**config.mk**
```make
export PLATFORM = sky130hd
export DESIGN_NAME = tcm_timer
export DESIGN_NICKNAME = d
export VERILOG_FILES = /design/src/rtl/tcm_pkg.sv /design/src/rtl/tcm_timer.sv
export SDC_FILE = /design/constraint.sdc
export NUM_CORES = 1
export LEC_CHECK = 0
export ABC_CLOCK_PERIOD_IN_PS = 2800
export BUFFER_PORTS_ARGS = -buffer_cell sky130_fd_sc_hd__clkbuf_2
export CAP_MARGIN = 20
export CORE_MARGIN = 3
export CORE_UTILIZATION = 28
export CTS_CLUSTER_SIZE = 20
export DETAILED_ROUTE_END_ITERATION = 8
export SYNTH_ARGS = -nofsm -noshare
export SYNTH_HDL_FRONTEND = slang
export SYNTH_SLANG_ARGS = --single-unit
```
**constraint.sdc**
```tcl
create_clock -name clk -period 2.8 [get_ports clk]
set_input_delay 0.28 -clock clk [delete_from_list [all_inputs] [get_ports clk]]
set_output_delay 0.28 -clock clk [all_outputs]
set_load 0.05 [all_outputs]
```
**src/rtl/tcm_pkg.sv**
```systemverilog
// Package for the 8-bit timer compare output unit with Normal and clear-on-match modes.
// Assumes a single system clock; the timer clock is a one-cycle enable derived from it.
package tcm_pkg;

    // Register offsets on the plain register port.
    localparam logic [3:0] TCM_OFF_CONTROL_A  = 4'h0;
    localparam logic [3:0] TCM_OFF_CONTROL_B  = 4'h1;
    localparam logic [3:0] TCM_OFF_CONTROL_C  = 4'h2;
    localparam logic [3:0] TCM_OFF_COUNT      = 4'h3;
    localparam logic [3:0] TCM_OFF_COMPARE_A  = 4'h4;
    localparam logic [3:0] TCM_OFF_COMPARE_B  = 4'h5;
    localparam logic [3:0] TCM_OFF_FLAGS      = 4'h6;
    localparam logic [3:0] TCM_OFF_PORT       = 4'h7;

    // Field positions.
    localparam int TCM_CA_MODE_A_LSB = 6;   // compare_output_mode_a [7:6]
    localparam int TCM_CA_MODE_B_LSB = 4;   // compare_output_mode_b [5:4]
    localparam int TCM_CA_WGM_LSB    = 0;   // waveform_mode [1:0]
    localparam int TCM_CB_WGM2_BIT   = 3;   // waveform_mode [2]
    localparam int TCM_CB_CS_LSB     = 0;   // clock_select_field [2:0]
    localparam int TCM_CC_FOC_A_BIT  = 7;
    localparam int TCM_CC_FOC_B_BIT  = 6;
    localparam int TCM_FL_OVF_BIT    = 0;
    localparam int TCM_FL_CMPA_BIT   = 1;
    localparam int TCM_FL_CMPB_BIT   = 2;
    localparam int TCM_PT_DIR_A_BIT  = 0;
    localparam int TCM_PT_DIR_B_BIT  = 1;
    localparam int TCM_PT_OUT_A_BIT  = 2;
    localparam int TCM_PT_OUT_B_BIT  = 3;

    // Reset values.
    localparam logic [7:0] TCM_RST_BYTE = 8'h00;
    localparam logic       TCM_RST_OC   = 1'b0;

    // Count limits.
    localparam logic [7:0] TCM_MAX    = 8'hff;
    localparam logic [7:0] TCM_BOTTOM = 8'h00;

    // Prescale taps in system clock cycles.
    localparam logic [9:0] TCM_DIV_8    = 10'h007;
    localparam logic [9:0] TCM_DIV_64   = 10'h03f;
    localparam logic [9:0] TCM_DIV_256  = 10'h0ff;
    localparam logic [9:0] TCM_DIV_1024 = 10'h3ff;

    // Waveform modes of interest.
    localparam logic [2:0] TCM_WGM_NORMAL = 3'h0;
    localparam logic [2:0] TCM_WGM_CLEAR_ON_MATCH = 3'h2;

    // Compare output actions in non-PWM modes.
    typedef enum logic [1:0] {
        TCM_COM_NONE   = 2'b00,
        TCM_COM_TOGGLE = 2'b01,
        TCM_COM_CLEAR  = 2'b10,
        TCM_COM_SET    = 2'b11
    } tcm_com_e;

    // Port pin bundle for one channel.
    typedef struct packed {
        logic out;
        logic oe;
    } tcm_pin_s;

endpackage

```
**src/rtl/tcm_timer.sv**
```systemverilog
// 8-bit timer with Normal and clear-on-match modes, compare flags and the pin override.
// Assumes synchronous register strobes, one at a time, and port pins driven outside.
//
// Our own choices: the register offsets and strobed register access.
`timescale 1ns/10ps
`default_nettype none
module tcm_timer
    import tcm_pkg::*;
(
    input  wire logic       clk,
    input  wire logic       rstn,
    input  wire logic [3:0] addr,
    input  wire logic [7:0] wdata,
    input  wire logic       wr,
    input  wire logic       rd,
    output logic      [7:0] rdata,
    input  wire logic       ovf_ack,
    input  wire logic       cmpa_ack,
    input  wire logic       cmpb_ack,
    output logic            ovf_irq,
    output logic            cmpa_irq,
    output logic            cmpb_irq,
    output tcm_pin_s        pin_a,
    output tcm_pin_s        pin_b
);

    logic [7:0] timer_control_a_reg;
    logic [7:0] timer_control_b_reg;
    logic [7:0] count_value_reg;
    logic [7:0] compare_value_a_reg;
    logic [7:0] compare_value_b_reg;
    logic [3:0] port_reg;
    logic       overflow_flag_reg;
    logic       compare_a_flag_reg;
    logic       compare_b_flag_reg;
    logic       compare_output_a_reg;
    logic       compare_output_b_reg;
    logic       block_reg;
    logic       pend_a_reg;
    logic       pend_b_reg;
    logic [9:0] presc_reg;
    logic       tick;
    logic [2:0] waveform_mode;
    logic [2:0] clock_select_field;
    logic [1:0] compare_output_mode_a;
    logic [1:0] compare_output_mode_b;
    logic       non_pwm;
    logic       match_a;
    logic       match_b;
    logic       wr_count;
    logic       wr_ctl_c;
    logic       wr_flags;
    logic [7:0] count_next;

    // Overview of the timing model.
    // Everything in this block runs on the single system clock. The timer
    // clock is not a clock at all but the one-cycle enable called tick, so
    // no signal here ever crosses from one clock domain to another.
    // A tick comes every cycle at the fastest clock select setting, and once
    // every 8, 64, 256 or 1024 cycles at the slower settings.
    // The divider behind the tick runs freely and is never restarted when the
    // clock select field changes. The first tick after a change may therefore
    // come early; only reset restarts the divider, so stopping the timer and
    // writing the counter do not make the first divided period exact.

    // Counting.
    // The counter only ever counts up. In Normal mode it rolls over from the
    // top of its range to zero and carries on. In clear-on-match mode it is
    // cleared on the tick at which it equals compare value A, which makes that
    // value the top of the sequence.
    // Waveform modes that this block does not support count like Normal mode.
    // This keeps the counter well defined whatever software writes, at the
    // cost of silently accepting a mode that has no waveform behind it.
    // The compare output mode fields never reach the counting logic.

    // Compare value A.
    // Compare value A is used directly by the comparator, with no shadow copy.
    // A write that moves the top below the present count lets the counter run
    // past it, through the rollover, and match only on the way up again.
    // The long excursion is the price of a compare value that acts at once.

    // Matches and flags.
    // A match is seen on the tick at which the count equals the compare value.
    // It acts on the compare output bit at that very tick, but it sets the
    // compare flag only at the following tick, which is why the pending bits
    // exist. Software that polls the flag sees it one timer period late.
    // Every flag that hardware sets and software clears gives priority to the
    // set. A clear that collides with a new event is lost rather than the event.
    // The overflow flag is set only when the count rolls over from the top of
    // its range, never when clear-on-match mode clears it at a compare value A below the top.

    // Counter writes.
    // A write to the counter always wins over counting and clearing. It also
    // blocks every match until the next tick, even while the timer is stopped.
    // This lets software load the counter and a compare value with the same
    // number without a spurious match when the timer starts. The hazard is the
    // reverse case: writing the count that is about to match loses that match.

    // Forced compare.
    // The force strobes are write-only and act in the cycle of the write. They
    // run the same action function as a real match but touch neither the flags
    // nor the counter. They are ignored in modes that are not plain counting
    // modes, where a forced edge would spoil the waveform.

    // Pin override.
    // While a compare output mode field is nonzero, the compare output bit
    // replaces the port output bit on that pin. The direction still comes from
    // the port direction bit alone, so the waveform is invisible until
    // software turns the pin into an output. Setting the compare output bit
    // first, with a forced action, gives the pin a known starting level.
    // The override does not look at the waveform mode at all.
    // The compare output bits keep their value across waveform mode changes
    // and change only on a match, a forced action or reset.

    // Register port.
    // Writes take effect at the edge that samples the write strobe. Read data
    // appear in the cycle after the read strobe and are zero in every other
    // cycle, so the data lines can be wired into an OR tree with other slaves.
    // Unmapped offsets read as zero and ignore writes.
    // The control byte C has no storage; reading it returns zero.

    // Applies one non-PWM compare action to a compare output bit.
    function automatic logic oc_action(input logic [1:0] mode, input logic cur);
        case (mode)
            TCM_COM_TOGGLE: oc_action = ~cur;
            TCM_COM_CLEAR:  oc_action = 1'b0;
            TCM_COM_SET:    oc_action = 1'b1;
            default:        oc_action = cur;
        endcase
    endfunction

    // Field decode.
    assign waveform_mode = {timer_control_b_reg[TCM_CB_WGM2_BIT],
                            timer_control_a_reg[TCM_CA_WGM_LSB +: 2]};
    assign clock_select_field    = timer_control_b_reg[TCM_CB_CS_LSB +: 3];
    assign compare_output_mode_a = timer_control_a_reg[TCM_CA_MODE_A_LSB +: 2];
    assign compare_output_mode_b = timer_control_a_reg[TCM_CA_MODE_B_LSB +: 2];
    assign non_pwm  = (waveform_mode == TCM_WGM_NORMAL) ||
                      (waveform_mode == TCM_WGM_CLEAR_ON_MATCH);
    assign wr_count = wr && (addr == TCM_OFF_COUNT);
    assign wr_ctl_c = wr && (addr == TCM_OFF_CONTROL_C);
    assign wr_flags = wr && (addr == TCM_OFF_FLAGS);

    // Comparators run on live registers; compare A is unbuffered here.
    assign match_a = (count_value_reg == compare_value_a_reg) && !block_reg;
    assign match_b = (count_value_reg == compare_value_b_reg) && !block_reg;

    // Prescaler: a free-running divider gives the one-cycle timer tick.
    always_ff @(posedge clk)
    begin
        if (!rstn)
            presc_reg <= 10'h000;
        else
            presc_reg <= presc_reg + 10'h001;
    end

    // Tick selection; zero stops the timer entirely.
    always_comb
    begin
        case (clock_select_field)
            3'h1:    tick = 1'b1;
            3'h2:    tick = (presc_reg[2:0] == TCM_DIV_8[2:0]);
            3'h3:    tick = (presc_reg[5:0] == TCM_DIV_64[5:0]);
            3'h4:    tick = (presc_reg[7:0] == TCM_DIV_256[7:0]);
            3'h5:    tick = (presc_reg == TCM_DIV_1024);
            default: tick = 1'b0;
        endcase
    end

    // Next count: up only; clear at compare A in clear-on-match mode.
    always_comb
    begin
        if ((waveform_mode == TCM_WGM_CLEAR_ON_MATCH) && match_a)
            count_next = TCM_BOTTOM;
        else
            count_next = count_value_reg + 8'h01;
    end

    // Counter; a CPU write has priority over counting at any time.
    always_ff @(posedge clk)
    begin
        if (!rstn)
            count_value_reg <= TCM_RST_BYTE;
        else if (wr_count)
            count_value_reg <= wdata;
        else if (tick)
            count_value_reg <= count_next;
    end

    // Match blocking lasts until the timer tick after the write.
    always_ff @(posedge clk)
    begin
        if (!rstn)
            block_reg <= 1'b0;
        else if (wr_count)
            block_reg <= 1'b1;
        else if (tick)
            block_reg <= 1'b0;
    end

    // Control and compare registers.
    always_ff @(posedge clk)
    begin
        if (!rstn)
        begin
            timer_control_a_reg <= TCM_RST_BYTE;
            timer_control_b_reg <= TCM_RST_BYTE;
            compare_value_a_reg <= TCM_RST_BYTE;
            compare_value_b_reg <= TCM_RST_BYTE;
            port_reg            <= 4'h0;
        end
        else if (wr)
        begin
            case (addr)
                TCM_OFF_CONTROL_A: timer_control_a_reg <= wdata;
                TCM_OFF_CONTROL_B: timer_control_b_reg <= wdata;
                TCM_OFF_COMPARE_A: compare_value_a_reg <= wdata;
                TCM_OFF_COMPARE_B: compare_value_b_reg <= wdata;
                TCM_OFF_PORT:      port_reg            <= wdata[3:0];
                default:           port_reg            <= port_reg;
            endcase
        end
    end

    // Matches seen on a tick are held to set the flags on the next tick.
    always_ff @(posedge clk)
    begin
        if (!rstn)
        begin
            pend_a_reg <= 1'b0;
            pend_b_reg <= 1'b0;
        end
        else if (tick)
        begin
            pend_a_reg <= match_a;
            pend_b_reg <= match_b;
        end
    end

    // Overflow flag: set on any tick at TCM_MAX, by wrap or clear, unless the counter is written.
    // Set wins over a clear arriving in the same cycle.
    always_ff @(posedge clk)
    begin
        if (!rstn)
            overflow_flag_reg <= 1'b0;
        else if (tick && !wr_count && (count_value_reg == TCM_MAX))
            overflow_flag_reg <= 1'b1;
        else if (ovf_ack || (wr_flags && wdata[TCM_FL_OVF_BIT]))
            overflow_flag_reg <= 1'b0;
    end

    // Compare flags; a forced match never sets them.
    always_ff @(posedge clk)
    begin
        if (!rstn)
        begin
            compare_a_flag_reg <= 1'b0;
            compare_b_flag_reg <= 1'b0;
        end
        else
        begin
            if (tick && pend_a_reg)
                compare_a_flag_reg <= 1'b1;
            else if (cmpa_ack || (wr_flags && wdata[TCM_FL_CMPA_BIT]))
                compare_a_flag_reg <= 1'b0;
            if (tick && pend_b_reg)
                compare_b_flag_reg <= 1'b1;
            else if (cmpb_ack || (wr_flags && wdata[TCM_FL_CMPB_BIT]))
                compare_b_flag_reg <= 1'b0;
        end
    end

    // Compare output registers. The mode is read at the match itself, so a
    // newly written mode acts on the next match; force applies it at once.
    always_ff @(posedge clk)
    begin
        if (!rstn)
        begin
            compare_output_a_reg <= TCM_RST_OC;
            compare_output_b_reg <= TCM_RST_OC;
        end
        else
        begin
            if ((tick && match_a) ||
                (wr_ctl_c && non_pwm && wdata[TCM_CC_FOC_A_BIT]))
                compare_output_a_reg <= oc_action(compare_output_mode_a,
                                                  compare_output_a_reg);
            if ((tick && match_b) ||
                (wr_ctl_c && non_pwm && wdata[TCM_CC_FOC_B_BIT]))
                compare_output_b_reg <= oc_action(compare_output_mode_b,
                                                  compare_output_b_reg);
        end
    end

    // Pin override: independent of waveform mode; direction from port bit.
    // This block has no input capture, so the mode field reaches none.
    always_comb
    begin
        pin_a.oe  = port_reg[TCM_PT_DIR_A_BIT];
        pin_b.oe  = port_reg[TCM_PT_DIR_B_BIT];
        pin_a.out = (|compare_output_mode_a) ? compare_output_a_reg
                                             : port_reg[TCM_PT_OUT_A_BIT];
        pin_b.out = (|compare_output_mode_b) ? compare_output_b_reg
                                             : port_reg[TCM_PT_OUT_B_BIT];
    end

    assign ovf_irq  = overflow_flag_reg;
    assign cmpa_irq = compare_a_flag_reg;
    assign cmpb_irq = compare_b_flag_reg;

    // Read data one cycle after the strobe; unmapped addresses read zero.
    always_ff @(posedge clk)
    begin
        if (!rstn)
            rdata <= TCM_RST_BYTE;
        else if (rd)
        begin
            case (addr)
                TCM_OFF_CONTROL_A: rdata <= timer_control_a_reg;
                TCM_OFF_CONTROL_B: rdata <= timer_control_b_reg;
                TCM_OFF_COUNT:     rdata <= count_value_reg;
                TCM_OFF_COMPARE_A: rdata <= compare_value_a_reg;
                TCM_OFF_COMPARE_B: rdata <= compare_value_b_reg;
                TCM_OFF_FLAGS:     rdata <= {5'h00, compare_b_flag_reg,
                                             compare_a_flag_reg, overflow_flag_reg};
                TCM_OFF_PORT:      rdata <= {2'h0, compare_output_b_reg,
                                             compare_output_a_reg, port_reg};
                default:           rdata <= TCM_RST_BYTE;
            endcase
        end
        else
            rdata <= TCM_RST_BYTE;
    end

endmodule
`default_nettype wire

```
==> impl_metrics.py <==
metrics = {
    "critical_path": {
        "cp_common_cell": "ha_1",
        "cpLargestDelayFamily": "simple AND/OR/NAND/NOR gates",
        "critPathSlowestCell": "nor3_2",
        "crit_path_cell_trace": "ha_1 -> ha_1 -> nand3b_1 -> a21oi_1 -> nor3_2 -> o21ai_0 -> a211oi_2",
        "crit_path_end_kind": "register",
        "cp-start-kind": "register",
        "cp_max_fo": 14,
        "critPathKind": "register to register",
        "cp_data_required_time_ns": 3.05,
        "max_stage_delay_ns": 0.67,
        "critPathArrivalTime_ns": 2.46,
        "cp_num_buf_inv": 0,
    },
    "floorplanning": {
        "core_um2": 12310,
        "io_pins": 34,
        "num_rows": 40,
        "dieArea_um2": 14360,
        "die_h_um": 119.8,
        "die_w_um": 119.8,
        "start_util": 0.2947,
    },
    "finish": {
        "largest_reg_flops": 10,
        "layout_commonest_cell": "dfxtp_1",
        "multi_input_area_um2": 2031,
        "synthToLayoutAreaGrowth_pct": 15.07,
        "nFillCells": 1295,
        "drive_gt1_frac": 0.1545,
        "antenna_cells": 0,
        "final_nets": 458,
        "stdcell_area_um2": 4175,
        "most-common-layout-cells": "70 x dfxtp_1, 56 x nor2_1, 33 x clkbuf_2, 30 x mux2i_1, 25 x nand3_1",
        "seqCellArea_um2": 1401,
        "final_core_util": 0.3391,
    },
    "synth": {
        "synth-edff-count": 0,
        "ys.warnings.count": 0,
        "ys.flop_type": "dfxtp_1",
        "avgSynthCellArea_um2": 8.681,
        "yosys.area.top_type": "dfxtp_1",
        "syn_nets": 440,
        "synth-seq-area-share": 0.3862,
        "ys_ff_latch": 70,
        "yosysTopAreaCellShare": 0.3862,
        "async_flop_share": 0,
        "synth.area.top_cells": "dfxtp_1 39%, mux2i_1 8.3%, nor2_1 5.8%",
        "synthCells": 418,
        "synth_cell_types": 59,
        "syn_area_um2": 3628,
    },
    "pwr": {
        "combinationalPowerShare": 0.074,
        "internal_power_uw": 1750,
        "power_density_nw_per_um2": 551.0,
        "pwr-share-seq": 0.447,
        "p_sw_frac": 0.2393,
        "clkPwrFrac": 0.479,
        "ir_worst_vdd_mv": 0.2584,
        "power_leakage_uw": 0.001598,
        "power_switching_uw": 550.4,
    },
    "global_route": {
        "grt_max_degree": 58,
        "antenna_found_initial": 0,
        "grt_pass1_vias": 3127,
        "grt_pass1_wl_um": 16730,
        "grtUsageTotal": 0.1481,
        "grt_overflow_total": 0,
    },
    "timing": {
        "finalCriticalPeriod_ns": 2.215,
        "rsz0062_at_grt": "no",
        "finalSetupViolCount": 0,
        "tightest_slew_ns": 0.8681,
        "skew_ns": 0.007189,
        "drv_slew": 0,
        "max_freq_mhz": 451.6,
        "relSlewSlack": 0.4181,
        "whs_ns": 0.2329,
        "min_period_over_period": 0.7909,
        "tns_ns": 0,
        "final_hold_viol_count": 0,
    },
    "cts": {
        "cts_tree": "yes",
        "clkTransAtPathRegs_ns": 0.06,
        "cts_buffer_depth": 2,
        "htree_num_levels": 3,
        "clock-sinks": 70,
        "ctsHoldBuffers": 0,
        "post_cts_resize_count": 0,
        "cts_root_buf": "clkbuf_16",
        "numCtsBuffers": 9,
        "postCtsSetupBuffers": 0,
        "clk_latency_ns": 0.32,
    },
    "route": {
        "post_drt_wl_per_cell_um": 17.29,
        "wl_um": 10520,
        "drcViolationCount": 0,
        "viasPerCell": 5.250,
        "firstDrtPassIters": 4,
        "vias": 3192,
        "drt_iter0_drc": 276,
        "postRouteAntennaNets": 0,
    },
    "placed_design": {
        "portBuffers": 33,
        "post-dp-hpwl_um": 7522,
        "place_area_um2": 3886,
        "gp_congestion": 0.8879,
    },
    "worst_hold_path": {
        "hold_path_class": "input pin to register",
    },
    "run": {
        "maxCapViolations": 0,
    },
    "run_status": {
        "outcome": "finished, final reports clean",
    },
}
-- power by group through the flow --
stage               sequential, µW  combinational, µW  clock [µW]
CTS                           1030                167        1120
detailed placement            1050                166           0
global route                  1030                184        1170
floorplan                     1040                114           0
finish                        1030                169        1100
global placement              1050                166           0
-- cells by family (layout without fill, tap and decap cells) --
family,after synthesis,count (layout),synth area share
XOR/XNOR,24,24,0.06207
adder cells (fa/ha/maj),3,3,0.01035
flip-flops,70,70,0.3862
AO/OA/AOI/OAI,83,83,0.1590
buffers and inverters,42,64,0.05414
AND/OR/NAND/NOR,163,163,0.2331
multiplexers,33,33,0.09517
-- area by class of cell --
cell class / instances / share of cell area
clock buffers: 9 / 0.05394
clock inverters: 6 / 0.01528
inverters: 11 / 0.009889
multi-input cells: 306 / 0.4864
repair buffers: 38 / 0.04855
well taps: 168 / 0.05034
flip-flops and latches: 70 / 0.3356
-- per-layer routing --
metal	vias to the layer above	GRT usage	routed length [µm]
met2	126	0.2292	4844
met5	-	0	0
met3	18	0.03440	767
li1	1520	-	-
met4	0	0.05512	229
met1	1528	0.2009	4674
-- cell usage after synthesis, drive strengths merged (2+ instances only) --
cell     count
o22ai        5
inv         11
a21oi       24
nand3b       5
xnor2       11
a22o         7
nor3b        3
a31oi        8
a32o         2
nor4b        2
nor2        56
a211oi       5
and3         4
nand4        8
and2         9
nand2       21
or3          3
a2111oi      2
o21ai       10
xor2        13
ha           3
nor3         5
clkbuf      10
o31ai        2
mux2i       30
o221ai       3
nor4         3
nand3       26
a22oi        6
mux2         2
buf         21
nor2b        8
o31a         2
nand2b       9
dfxtp       70
-- worst paths after layout --
path / startpoint / to / slack [ns] / cells past startpoint
max: presc_reg[0] / compare_output_b_reg / 0.59 / 7
min: addr[3] / rdata[2] / 0.23 / 2
max reg2reg: presc_reg[0] / compare_output_b_reg / 0.59 / 7
min reg2reg: presc_reg[0] / presc_reg[0] / 0.46 / 1
-- through the flow --
step                      total power [µW]  instances  setup WS [ns]
after detailed placement              1216        593         0.6251
after global routing                  2382        608         0.4260
final                                 2300        608         0.5854
after global placement                1216        593         0.5110
after floorplan                       1157        418         0.9549
after CTS                             2316        608         0.6064
Power figures use the tool's default switching activity.
